==> src/include/supply_pin_defines.svh <==
// constants for the supply output pin control block
`ifndef SUPPLY_PIN_DEFINES_SVH
`define SUPPLY_PIN_DEFINES_SVH
`define CLK_FREQ_HZ        100000000
`define TIMEBASE_FREQ_HZ   20000
`define TIMEBASE_HALF_CYC  (`CLK_FREQ_HZ / (2 * `TIMEBASE_FREQ_HZ))
`define MARGIN_GPO_CHANNELS 12
`define OFS_MODE           12'h000
`define OFS_ENABLE_POL     12'h004
`define OFS_ENABLE_GPO     12'h008
`define OFS_MARGIN_EN      12'h00C
`define OFS_MARGIN_GPO     12'h010
`define OFS_FAULT_ASSERT   12'h014
`define OFS_FAULT_SHUT     12'h018
`define OFS_CONTROL        12'h01C
`define OFS_GPO_LEVEL      12'h020
`define OFS_IRQ_STATUS     12'h024
`define OFS_IRQ_MASK       12'h028
`define OFS_PIN_STATUS     12'h02C
`define OFS_TICK_COUNT     12'h030
`define IRQ_FAULT_SEEN     0
`define IRQ_SHUTDOWN       1
`define IRQ_TIMEBASE_TICK  2
`define CTRL_RECALL_DONE   0
`define CTRL_MONITOR_START 1
`define CTRL_SPARE_GPO     2
`endif

==> src/include/supply_pin_pkg.sv <==
// types for the supply output pin control block
package supply_pin_pkg;
  typedef enum logic [1:0] {ST_HELD, ST_PULL_LOW, ST_MONITOR} fault_phase_t;
  typedef struct packed {
    logic [15:0] chan_fault;
    logic [15:0] seq_enable;
  } chan_events_t;
endpackage

==> src/verilog/pin_sync2.sv <==
// two-flop synchroniser for asynchronous pin inputs
`timescale 1ns/100ps
`default_nettype none
module pin_sync2 #(
  parameter int               WIDTH     = 1,
  parameter logic [WIDTH-1:0] RESET_VAL = '0
) (
  input  wire logic             pclk,
  input  wire logic             presetn,
  input  wire logic [WIDTH-1:0] async_in,
  output var  logic [WIDTH-1:0] sync_out
);
  logic [WIDTH-1:0] meta;
  always_ff @(posedge pclk or negedge presetn) begin
    if (!presetn) begin
      meta     <= RESET_VAL;
      sync_out <= RESET_VAL;
    end else begin
      meta     <= async_in;
      sync_out <= meta;
    end
  end
endmodule // pin_sync2
`default_nettype wire

==> src/verilog/supply_output_pin_control.sv <==
// supply enable, margin, fault line and timebase pin control with apb registers
//
// The APB interface to the registers and the placing of the registers were left to the implementer.
`timescale 1ns/100ps
`default_nettype none
`include "supply_pin_defines.svh"
module supply_output_pin_control #(
  parameter int CHANNELS    = 16,
  parameter int FAULT_LINES = 4,
  parameter int HALF_CYC    = `TIMEBASE_HALF_CYC
) (
  input  wire logic                    pclk,
  input  wire logic                    presetn,
  input  wire logic                    psel,
  input  wire logic                    penable,
  input  wire logic                    pwrite,
  input  wire logic [11:0]             paddr,
  input  wire logic [31:0]             pwdata,
  output logic      [31:0]             prdata,
  output logic                         pready,
  output logic                         pslverr,
  output logic                         irq,
  input  wire supply_pin_pkg::chan_events_t chan_in,
  input  wire logic [CHANNELS-1:0]     general_output_func,
  output logic      [CHANNELS-1:0]     supply_enable_out,
  output logic      [CHANNELS-1:0]     supply_enable_oe,
  output logic      [CHANNELS-1:0]     margin_gpo_level,
  output logic      [CHANNELS-1:0]     margin_gpo_oe,
  output logic      [CHANNELS-1:0]     margin_dac_active,
  output logic      [CHANNELS-1:0]     shutdown_req,
  input  wire logic [FAULT_LINES-1:0]  fault_line_in,
  output logic      [FAULT_LINES-1:0]  fault_line_out,
  output logic      [FAULT_LINES-1:0]  fault_line_oe,
  input  wire logic                    timebase_in,
  output logic                         timebase_out,
  output logic                         timebase_oe,
  output logic                         timebase_shared_output,
  output logic                         strap_adjacent_output,
  output logic                         timebase_tick,
  input  wire logic                    reset_pin_in,
  output logic                         reset_pin_out,
  output logic                         reset_pin_oe
);
  // registers
  logic                   device_mode_config;
  logic [CHANNELS-1:0]    enable_pol;
  logic [CHANNELS-1:0]    enable_gpo;
  logic [CHANNELS-1:0]    margin_en;
  logic [CHANNELS-1:0]    margin_gpo;
  logic [31:0]            fault_assert_map;
  logic [31:0]            fault_shut_map;
  logic [2:0]             control;
  logic [CHANNELS-1:0]    gpo_level;
  logic [2:0]             irq_status;
  logic [2:0]             irq_mask;
  logic [15:0]            tick_count;
  supply_pin_pkg::fault_phase_t phase;
  logic [FAULT_LINES-1:0] fault_sync;
  logic [1:0]             tb_sync;
  logic                   tb_prev;
  logic [15:0]            half_cnt;
  logic                   tb_gen;

  // pulled-up pins reset to their idle high level, so no false fault follows reset
  pin_sync2 #(
    .WIDTH     (FAULT_LINES+2),
    .RESET_VAL ({{FAULT_LINES{1'b1}}, 2'b01})
  ) u_pin_sync2 (
    .pclk     (pclk),
    .presetn  (presetn),
    .async_in ({fault_line_in, timebase_in, reset_pin_in}),
    .sync_out ({fault_sync, tb_sync})
  );

  // apb decode
  wire wr_en  = psel & penable & pwrite;
  wire hit_mode = paddr == `OFS_MODE;
  wire hit_pol  = paddr == `OFS_ENABLE_POL;
  wire hit_egpo = paddr == `OFS_ENABLE_GPO;
  wire hit_men  = paddr == `OFS_MARGIN_EN;
  wire hit_mgpo = paddr == `OFS_MARGIN_GPO;
  wire hit_fa   = paddr == `OFS_FAULT_ASSERT;
  wire hit_fs   = paddr == `OFS_FAULT_SHUT;
  wire hit_ctl  = paddr == `OFS_CONTROL;
  wire hit_lvl  = paddr == `OFS_GPO_LEVEL;
  wire hit_ist  = paddr == `OFS_IRQ_STATUS;
  wire hit_imk  = paddr == `OFS_IRQ_MASK;
  wire hit_pin  = paddr == `OFS_PIN_STATUS;
  wire hit_tck  = paddr == `OFS_TICK_COUNT;
  wire mapped   = hit_mode | hit_pol | hit_egpo | hit_men | hit_mgpo | hit_fa | hit_fs
                | hit_ctl | hit_lvl | hit_ist | hit_imk | hit_pin | hit_tck;
  assign pready  = 1'b1;
  assign pslverr = psel & penable & ~mapped;
  assign prdata  = hit_mode ? {31'h0000_0000, device_mode_config}
                 : hit_pol  ? {16'h0000, enable_pol}
                 : hit_egpo ? {16'h0000, enable_gpo}
                 : hit_men  ? {16'h0000, margin_en}
                 : hit_mgpo ? {16'h0000, margin_gpo}
                 : hit_fa   ? fault_assert_map
                 : hit_fs   ? fault_shut_map
                 : hit_ctl  ? {29'h0000_0000, control}
                 : hit_lvl  ? {16'h0000, gpo_level}
                 : hit_ist  ? {29'h0000_0000, irq_status}
                 : hit_imk  ? {29'h0000_0000, irq_mask}
                 : hit_pin  ? {24'h0000_00, tb_sync[1], tb_sync[0], phase, fault_sync}
                 : hit_tck  ? {16'h0000, tick_count}
                 : 32'h0000_0000;

  always_ff @(posedge pclk or negedge presetn) begin
    if (!presetn) begin
      device_mode_config <= 1'b0;
      enable_pol         <= '1;
      enable_gpo         <= '0;
      margin_en          <= '0;
      margin_gpo         <= '0;
      fault_assert_map   <= 32'h0000_0000;
      fault_shut_map     <= 32'h0000_0000;
      control            <= 3'h0;
      gpo_level          <= '0;
      irq_mask           <= 3'h0;
    end else if (wr_en) begin
      if (hit_mode) device_mode_config <= pwdata[0];
      if (hit_pol)  enable_pol <= pwdata[CHANNELS-1:0];
      if (hit_egpo) enable_gpo <= pwdata[CHANNELS-1:0];
      if (hit_men)  margin_en  <= pwdata[CHANNELS-1:0];
      if (hit_mgpo) margin_gpo <= pwdata[CHANNELS-1:0];
      if (hit_fa)   fault_assert_map <= pwdata;
      if (hit_fs)   fault_shut_map   <= pwdata;
      if (hit_ctl)  control   <= pwdata[2:0];
      if (hit_lvl)  gpo_level <= pwdata[CHANNELS-1:0];
      if (hit_imk)  irq_mask  <= pwdata[2:0];
    end
  end

  // timebase: master divides pclk, slave uses the synchronised pin
  always_ff @(posedge pclk or negedge presetn) begin
    if (!presetn) begin
      half_cnt <= 16'h0000;
      tb_gen   <= 1'b0;
      tb_prev  <= 1'b0;
    end else begin
      tb_prev <= tb_sync[1];
      if (half_cnt == 16'(HALF_CYC - 1)) begin
        half_cnt <= 16'h0000;
        tb_gen   <= ~tb_gen;
      end else begin
        half_cnt <= half_cnt + 16'h0001;
      end
    end
  end
  wire master_rise = device_mode_config & (half_cnt == 16'(HALF_CYC - 1)) & ~tb_gen;
  wire slave_rise  = ~device_mode_config & tb_sync[1] & ~tb_prev;
  assign timebase_tick = master_rise | slave_rise;
  assign timebase_out  = tb_gen;
  assign timebase_oe   = device_mode_config & presetn;
  // the shared output always follows general_output_func[0], in master and slave mode alike
  assign timebase_shared_output = general_output_func[0];

  always_ff @(posedge pclk or negedge presetn) begin
    if (!presetn) tick_count <= 16'h0000;
    else if (timebase_tick) tick_count <= tick_count + 16'h0001;
  end

  // fault line phase after reset
  always_ff @(posedge pclk or negedge presetn) begin
    if (!presetn) begin
      phase <= supply_pin_pkg::ST_HELD;
    end else begin
      case (phase)
        supply_pin_pkg::ST_HELD:
          if (control[`CTRL_RECALL_DONE]) phase <= supply_pin_pkg::ST_PULL_LOW;
        supply_pin_pkg::ST_PULL_LOW:
          if (control[`CTRL_MONITOR_START]) phase <= supply_pin_pkg::ST_MONITOR;
        supply_pin_pkg::ST_MONITOR: phase <= supply_pin_pkg::ST_MONITOR;
        default: phase <= supply_pin_pkg::ST_HELD;
      endcase
    end
  end

  // channels c and c+8 share one map nibble: bit (c % 8) * 4 + line
  logic [FAULT_LINES-1:0] line_demand;
  logic [CHANNELS-1:0]    shut_hit;
  always_comb begin
    line_demand = '0;
    shut_hit    = '0;
    for (int c = 0; c < CHANNELS; c++) begin
      for (int f = 0; f < FAULT_LINES; f++) begin
        if (chan_in.chan_fault[c] && fault_assert_map[(c % 8) * 4 + f]) line_demand[f] = 1'b1;
        if (~fault_sync[f] && fault_shut_map[(c % 8) * 4 + f]) shut_hit[c] = 1'b1;
      end
    end
  end
  assign fault_line_out = '0;
  assign fault_line_oe  = (phase == supply_pin_pkg::ST_PULL_LOW) ? '1
                        : (phase == supply_pin_pkg::ST_MONITOR) ? line_demand
                        : '0;
  assign shutdown_req   = shut_hit;

  // enable and margin outputs
  logic [CHANNELS-1:0] en_lvl;
  always_comb begin
    for (int c = 0; c < CHANNELS; c++) begin
      en_lvl[c] = enable_gpo[c] ? (general_output_func[c] ^ gpo_level[c])
                                : (chan_in.seq_enable[c] ~^ enable_pol[c]);
    end
  end
  assign supply_enable_out = en_lvl;
  logic [CHANNELS-1:0] gpo_allowed;
  always_comb begin
    for (int c = 0; c < CHANNELS; c++) gpo_allowed[c] = (c < `MARGIN_GPO_CHANNELS);
  end
  // margining wins over a gpo request on the same channel
  assign margin_dac_active = margin_en;
  assign margin_gpo_level  = general_output_func;
  assign margin_gpo_oe     = presetn ? (margin_gpo & gpo_allowed & ~margin_en) : '0;
  assign supply_enable_oe  = presetn ? '1 : '0;
  assign strap_adjacent_output = control[`CTRL_SPARE_GPO];
  assign reset_pin_out = 1'b0;
  assign reset_pin_oe  = 1'b0;

  // interrupts: write one to clear, set wins
  wire [2:0] irq_set = {timebase_tick, |shut_hit, ~&fault_sync};
  always_ff @(posedge pclk or negedge presetn) begin
    if (!presetn) irq_status <= 3'h0;
    else irq_status <= irq_set | (irq_status & ~((wr_en & hit_ist) ? pwdata[2:0] : 3'h0));
  end
  assign irq = |(irq_status & irq_mask);

  a_fault_release: assert property (@(posedge pclk) disable iff (!presetn)
    phase == supply_pin_pkg::ST_HELD |-> fault_line_oe == '0) else $error("fault held");
  a_fault_pull: assert property (@(posedge pclk) disable iff (!presetn)
    phase == supply_pin_pkg::ST_PULL_LOW |-> &fault_line_oe) else $error("not pulled");
  a_master_oe: assert property (@(posedge pclk) disable iff (!presetn)
    device_mode_config |-> timebase_oe) else $error("no drive");
  a_slave_tick: assert property (@(posedge pclk) disable iff (!presetn)
    !device_mode_config && $rose(tb_sync[1]) |-> timebase_tick) else $error("tick");
  a_margin_hiz: assert property (@(posedge pclk) disable iff (!presetn)
    !margin_en[0] |-> !margin_dac_active[0]) else $error("dac on");
  a_margin_hi: assert property (@(posedge pclk) disable iff (!presetn)
    margin_gpo_oe[15:12] == 4'h0) else $error("high gpo");
  a_monitor_lines: assert property (@(posedge pclk) disable iff (!presetn)
    phase == supply_pin_pkg::ST_MONITOR |-> fault_line_oe == line_demand) else $error("line");
  a_tick_count: assert property (@(posedge pclk) disable iff (!presetn)
    timebase_tick |=> tick_count == $past(tick_count) + 16'h0001) else $error("count");
  c_pull: cover property (@(posedge pclk) phase == supply_pin_pkg::ST_PULL_LOW);
  c_mon: cover property (@(posedge pclk) phase == supply_pin_pkg::ST_MONITOR);
  c_shut: cover property (@(posedge pclk) |shut_hit);
endmodule // supply_output_pin_control
`default_nettype wire

==> config.mk <==
export PLATFORM = sky130hd
export DESIGN_NAME = supply_output_pin_control
export DESIGN_NICKNAME = d
export VERILOG_FILES = /design/src/include/supply_pin_pkg.sv /design/src/verilog/pin_sync2.sv /design/src/verilog/supply_output_pin_control.sv
export VERILOG_INCLUDE_DIRS = /design/src /design/src/include
export SDC_FILE = /design/constraint.sdc
export NUM_CORES = 1
export LEC_CHECK = 0
export BUFFER_PORTS_ARGS = -buffer_cell sky130_fd_sc_hd__buf_2
export CAP_MARGIN = 10
export CORE_MARGIN = 5
export CORE_UTILIZATION = 39
export CTS_CLUSTER_DIAMETER = 120
export CTS_CLUSTER_SIZE = 16
export DETAILED_ROUTE_END_ITERATION = 8
export PLACE_DENSITY = 0.59
export SETUP_SLACK_MARGIN = 0.3
export SYNTH_ARGS = -nofsm -noshare
export SYNTH_HDL_FRONTEND = slang
export SYNTH_HIERARCHICAL = 1
export SYNTH_SLANG_ARGS = --single-unit
export TNS_END_PERCENT = 5
==> constraint.sdc <==
create_clock -name pclk -period 4.24 [get_ports pclk]
set_clock_uncertainty 0.05 [all_clocks]
set_input_delay 1.272 -clock pclk [delete_from_list [all_inputs] [get_ports pclk]]
set_output_delay 1.272 -clock pclk [all_outputs]
set_load 0.01 [all_outputs]
After elaboration in Yosys (flattened, before gate mapping)
Index checks and enable logic that the tools add are counted.
{ "op_classes": {"mux": 134, "n_eq_ne": 17, "reduce_logical": 113, "n_addsub": 2, "n_bitwise": 68} }
{ "op_table": {"columns": ["cell", "count"], "rows": [
  ["$mux W32", 7],
  ["$mux W16", 9],
  ["$mux W1", 112],
  ["$logic_and A1 B1 Y1", 96],
  ["$eq A12 B6 Y1 const B", 5],
  ["$eq A12 B5 Y1 const B", 4],
  ["$add A16 B1 Y16 const B", 2],
  ["$eq A12 B4 Y1 const B", 2],
  ["$reduce_and A2 Y1", 11],
  ["$and A12 B16 Y16", 1],
  ["$eq A16 B12 Y1 const B", 1],
  ["$not A16 Y16", 1],
  ["$xnor A1 B1 Y1", 16],
  ["$xor A1 B1 Y1", 16],
  ["$or A1 B1 Y1", 13],
  ["$eq A12 B3 Y1 const B", 1],
  ["$logic_not A12 Y1", 1],
  ["$and A1 B1 Y1", 9],
  ["$mux W4", 2],
  ["$not A1 Y1", 8],
  ["$reduce_or A8 Y1", 1],
  ["$and A3 B3 Y3", 2],
  ["$pmux W2 S3", 1],
  ["$mux W2", 2],
  ["other kinds (10)", 11]
]} }
{ "totals": {"input_bits": 103, "register_bits": 202, "elab_cells": 352} }

Logic depth before layout (Yosys ltp)
{ "depth": {"word_depth": 19, "mapped_depth": 8} }

Cells and area by module
The synthesis kept the hierarchy.
{ "modules_own_cells": {"columns": ["module", "instances", "area_per_inst_um2", "seq_area_each_um2", "cells_per_inst"], "rows": [
  ["supply_output_pin_control", 1, 10641.5, 4774.6, 996],
  ["pin_sync2", 1, 312.8, 312.8, 12]
]} }

Least setup slack after synthesis
No wires, ideal clock.
{ "synth_timing": {"kind": "input-to-output", "from": "input paddr[6]", "to": "output prdata[13]", "stages": 7, "path_buffers": 2, "slack_ns": -0.029, "arrival_ns": 2.947, "cell_sequence": "buf_2 > or4b_1 > buf_2 > nor2_4 > a222oi_1 > or3_1 > a22oi_1"} }
{ "synth_via": {"elab_chain_len": 14} }
{ "synth_rtl": {"columns": ["item", "line", "text"], "rows": [
  ["from (decl)", "supply_output_pin_control.sv:17", "input wire logic [11:0] paddr,"],
  ["$eq A12 B6 Y1 (no line)", null, null],
  ["$mux W16", "supply_output_pin_control.sv:106", ": hit_tck ? {16'h0000, tick_count}"],
  ["$mux W16", "supply_output_pin_control.sv:105", ": hit_pin ? {24'h0000_00, tb_sync[1], tb_sync[0], phase, fault_sync}"],
  ["$mux W16", "supply_output_pin_control.sv:104", ": hit_imk ? {29'h0000_0000, irq_mask}"],
  ["$mux W16", "supply_output_pin_control.sv:103", ": hit_ist ? {29'h0000_0000, irq_status}"],
  ["$mux W16", "supply_output_pin_control.sv:102", ": hit_lvl ? {16'h0000, gpo_level}"],
  ["$mux W16", "supply_output_pin_control.sv:101", ": hit_ctl ? {29'h0000_0000, control}"],
  ["$mux W32", "supply_output_pin_control.sv:100", ": hit_fs ? fault_shut_map"],
  ["$mux W32", "supply_output_pin_control.sv:99", ": hit_fa ? fault_assert_map"],
  ["$mux W32", "supply_output_pin_control.sv:98", ": hit_mgpo ? {16'h0000, margin_gpo}"],
  ["$mux W32", "supply_output_pin_control.sv:97", ": hit_men ? {16'h0000, margin_en}"],
  ["$mux W32", "supply_output_pin_control.sv:96", ": hit_egpo ? {16'h0000, enable_gpo}"],
  ["$mux W32", "supply_output_pin_control.sv:95", ": hit_pol ? {16'h0000, enable_pol}"],
  ["$mux W32 *", "supply_output_pin_control.sv:94", "assign prdata = hit_mode ? {31'h0000_0000, device_mode_config}"],
  ["to (decl)", "supply_output_pin_control.sv:19", "output logic [31:0] prdata,"]
]} }
Mark *: on every way between the ends. The rest lies on a longest branch, timed or not.

Final worst setup path
{ "layout_timing": {"from": "input paddr[7]", "to": "output prdata[15]"} }
The elaborated chain is that of the path after synthesis.

==> impl_results.md <==
- Syn_area_per_cell: 10.9 um2
- DRT antenna net count: 0
- Die area: 31500 um2
- Inserted Diodes: 0
- Final nets: 1363
- Yosys warns: 6
- Pins Over Slew Limit: 0
- Maximum vdd drop: 263 uV
- Die Ht: 178 um
- Fin. Hold Viols: 0
- Crit Reg-Reg Startpoint: u_pin_sync2/sync_out[2]
- Outcome: complete, but fails checks
- CTS root buffer: clkbuf_16
- CTS tree: yes
- Area Overhead vs Synth: 21.4%
- Fillers: 2653
- Clk_lat worst skew: 490 ps
- Die X: 178 um
- Wire per inst: 21.2 um
- Post-synthesis cell count: 1008
- Leak: 0.00646 uW
- Initial Util: 39.4%
- Fraction of registers with async set/reset: 100%
- Final Cell Area: 13300 um2
- Final setup margin: -109 ps
- Port Buf Inserts: 237
- H-tree levels: 1
- Period Utilization, post-route: 103%
- Max-cap violations: 0
- Grt ovf: 0
- Rel. slew slack: 45.8%
- Synth Cell Area: 11000 um2
- Clk buf depth: 3
- Crit path DAT: 3030 ps
- Core Rows: 61
- TritonCTS Buffers: 16
- Detail Placement HPWL: 26300 um
- CP startpoint kind: input port
- Crit Reg-Reg Endpoint: irq_status[1]
- Vias/cell: 5.42
- Worst Hold Class: reg2reg
- Crit end category: output port
- Layout cells sized above 1: 42.7%
- Largest net degree at the start of global routing: 65
- Setup TNS: -738 ps
- Synth Flop Type: dfrtp_1
- Iter 0 DRT Violations: 564
- Vias in the first global route: 8968
- Core box area: 27800 um2
- Crit path max fanout: 6
- Worst-Margin Slew: 813 ps
- First-pass GRT wire length: 53200 um
- Initial antenna violation count: 1
- # DRC: 0
- Hold path endpoint: u_pin_sync2/sync_out[3]
- Total GRT Usage: 21.7%
- Worst hold path cell count: 0
- Minimum clock period: 4350 ps
- WS Path Type: in2out
- Yosys reg bits: 202
- Pwr/cell area: 303 nW/um2
- Worst Path Required: 2920 ps
- Setup violators final: 11
- Register area share after synthesis: 46.4%
- Post-CTS Setup Inserts: 0
- Worst reg-to-reg setup slack: 1790 ps
- Post-synth EDFFs: 0
- Placer Congestion: 0.913
- Clk slew on worst S/H paths: 70 ps
- Placed inst area: 12700 um2
- Tot Pwr: 4030 uW
- Post-CTS Hold Buffers: 0
- Total number of vias: 8899
- Failing checks: setup timing
- R2R cell count: 5
- CTS sink count: 202
- First drt pass iteration count: 7
- Final WL: 34900 um
- Yosys cell types: 69
- RSZ-0062 raised after global routing: true
- Num ports: 249
- Worst hold start: u_pin_sync2/meta[3]
- Fmax: 230 MHz
cells in the mapped netlist, types with 7 or more instances:
| master | instances | area [um2] |
|---|---|---|
| dfrtp_1 | 176 | 4400 |
| mux2_2 | 113 | 1270 |
| nor2_1 | 61 | 229 |
| buf_4 | 60 | 450 |
| nand2_1 | 59 | 221 |
| o21ai_0 | 46 | 230 |
| a21oi_1 | 44 | 220 |
| xnor2_1 | 44 | 385 |
| a22oi_1 | 35 | 263 |
| dfstp_2 | 26 | 683 |
| inv_1 | 25 | 93.8 |
| nor3_1 | 24 | 120 |
| clkbuf_1 | 20 | 75.1 |
| mux2_4 | 20 | 300 |
| a21o_1 | 16 | 120 |
| nand3_1 | 16 | 80.1 |
| xor2_1 | 16 | 140 |
| a22o_1 | 15 | 131 |
| buf_2 | 13 | 65.1 |
| o221ai_1 | 12 | 105 |
| o22ai_1 | 12 | 75.1 |
| nor2b_1 | 10 | 62.6 |
| a221oi_1 | 9 | 78.8 |
| and3_1 | 9 | 56.3 |
| or2_2 | 9 | 56.3 |
| nand2b_1 | 8 | 50.1 |
| nand4_1 | 8 | 50.1 |
| nor4_1 | 8 | 50.1 |
| mux2i_1 | 7 | 70.1 |
cell type report:
| type | count | area (um2) | share of cell area, % |
|---|---|---|---|
| clock inverters | 1 | 8.76 | 0.0659 |
| clock buffers | 27 | 463 | 3.48 |
| multi-input cells | 689 | 5250 | 39.5 |
| well taps | 378 | 473 | 3.56 |
| flip-flops and latches | 202 | 5090 | 38.3 |
| repair buffers | 319 | 1910 | 14.4 |
| inverters | 27 | 101 | 0.762 |
routing by layer:
metal,up-vias,wire (um),GRT usage (%)
met1,4430,15500,30.6
met4,2,735,4.77
met5,-,11,0
met3,54,2390,3.75
met2,330,16300,35.3
li1,4083,-,-
sequential cells by signal, indices dropped and copies added, names as in the netlist, 6 cells and up:
signal / count
u_pin_sync2/meta: 6
tick_count: 16
margin_dac_active: 16
fault_assert_map: 32
fault_shut_map: 32
enable_pol: 16
margin_gpo: 16
half_cnt: 16
gpo_level: 16
enable_gpo: 16
u_pin_sync2/sync_out: 6
layout by cell type, fill, tap and decap left out, types with 5 or more instances in the layout:
master     synthesis  final
ha_1               5      5
xor2_1            16     16
a2bb2oi_1          5      5
a22oi_1           35     29
nor2_1            61     59
and2_1             5      5
buf_12             0      6
a21o_1            16     16
dfstp_2           26     26
a22oi_2            0      6
o221ai_1          12     12
conb_1             2     11
nand2_1           59     59
clkbuf_16          0     17
and3b_1            6      6
or2_2              9      9
or3_1              5      5
o21ai_0           46     44
clkbuf_1          20     10
a22o_1            15     15
nor3_1            24     21
a21oi_1           44     41
nor2b_1           10      9
a221oi_1           9      9
nand4_1            8      8
mux2i_1            7      7
dfrtp_1          176    176
nand3_1           16     16
nor4_1             8      8
nand2b_1           8      8
o22ai_1           12     12
inv_1             25     25
mux2_2           113    113
mux2_4            20     20
and3_1             9      9
buf_4             60     77
buf_2             13    232
xnor2_1           44     44
worst max path at each step:
stage               startpoint          to  slack, ps  depth (start not counted)
global route          paddr[7]  prdata[13]       -200                          7
finish                paddr[7]  prdata[15]       -110                          8
CTS                   paddr[7]  prdata[13]       -110                          7
floorplan             paddr[6]  prdata[13]         10                          7
global placement      paddr[7]  prdata[15]       -230                          8
detailed placement    paddr[7]  prdata[13]       -250                          7
where the power goes:
| group | leakage, uW | switching, uW | total (uW) | internal (uW) |
|---|---|---|---|---|
| clock network | 0.000225 | 704 | 1450 | 750 |
| registers | 0.00259 | 70.6 | 2050 | 1980 |
| logic | 0.00365 | 318 | 533 | 216 |
| total | 0.00646 | 1090 | 4030 | 2940 |
worst max-delay path: stages:
cell and delay, ps:
buf_8 100, or4b_4 550, nor2_2 140, buf_4 170
a221oi_1 80, or3_1 330, a22oi_2 200, buf_2 170
stage by stage:
| step | util, % | instances | hold slack [ps] | setup WS, ps |
|---|---|---|---|---|
| detailed placement | 45.8 | 1615 | 293 | -255 |
| global placement | 45.8 | 1615 | 289 | -226 |
| global route | 47.9 | 1643 | 314 | -198 |
| floorplan | - | 1017 | 281 | 14.6 |
| finish | 47.9 | 1643 | 307 | -109 |
| CTS | 47.8 | 1643 | 307 | -109 |
repair_timing:
action                                  in CTS  in global routing
resized for setup                           21                  5
pin swaps                                   11                  1
endpoints found under the setup margin      34                 34
cloned                                       0                  0
kinds of logic (layout without fill, tap and decap cells):
kind of cell	after synthesis	in the layout	synth area share, %
AOI/OAI and AO/OA	217	217	13.4
buffers and inverters	126	374	6.80
muxes	143	143	15.4
other	2	11	0.0686
DFF	202	202	46.4
and+or+nand+nor	253	253	12.6
xor gates and xnor gates	60	60	4.80
adders and majority gates	5	5	0.571
(Power assumes the default switching activity.)
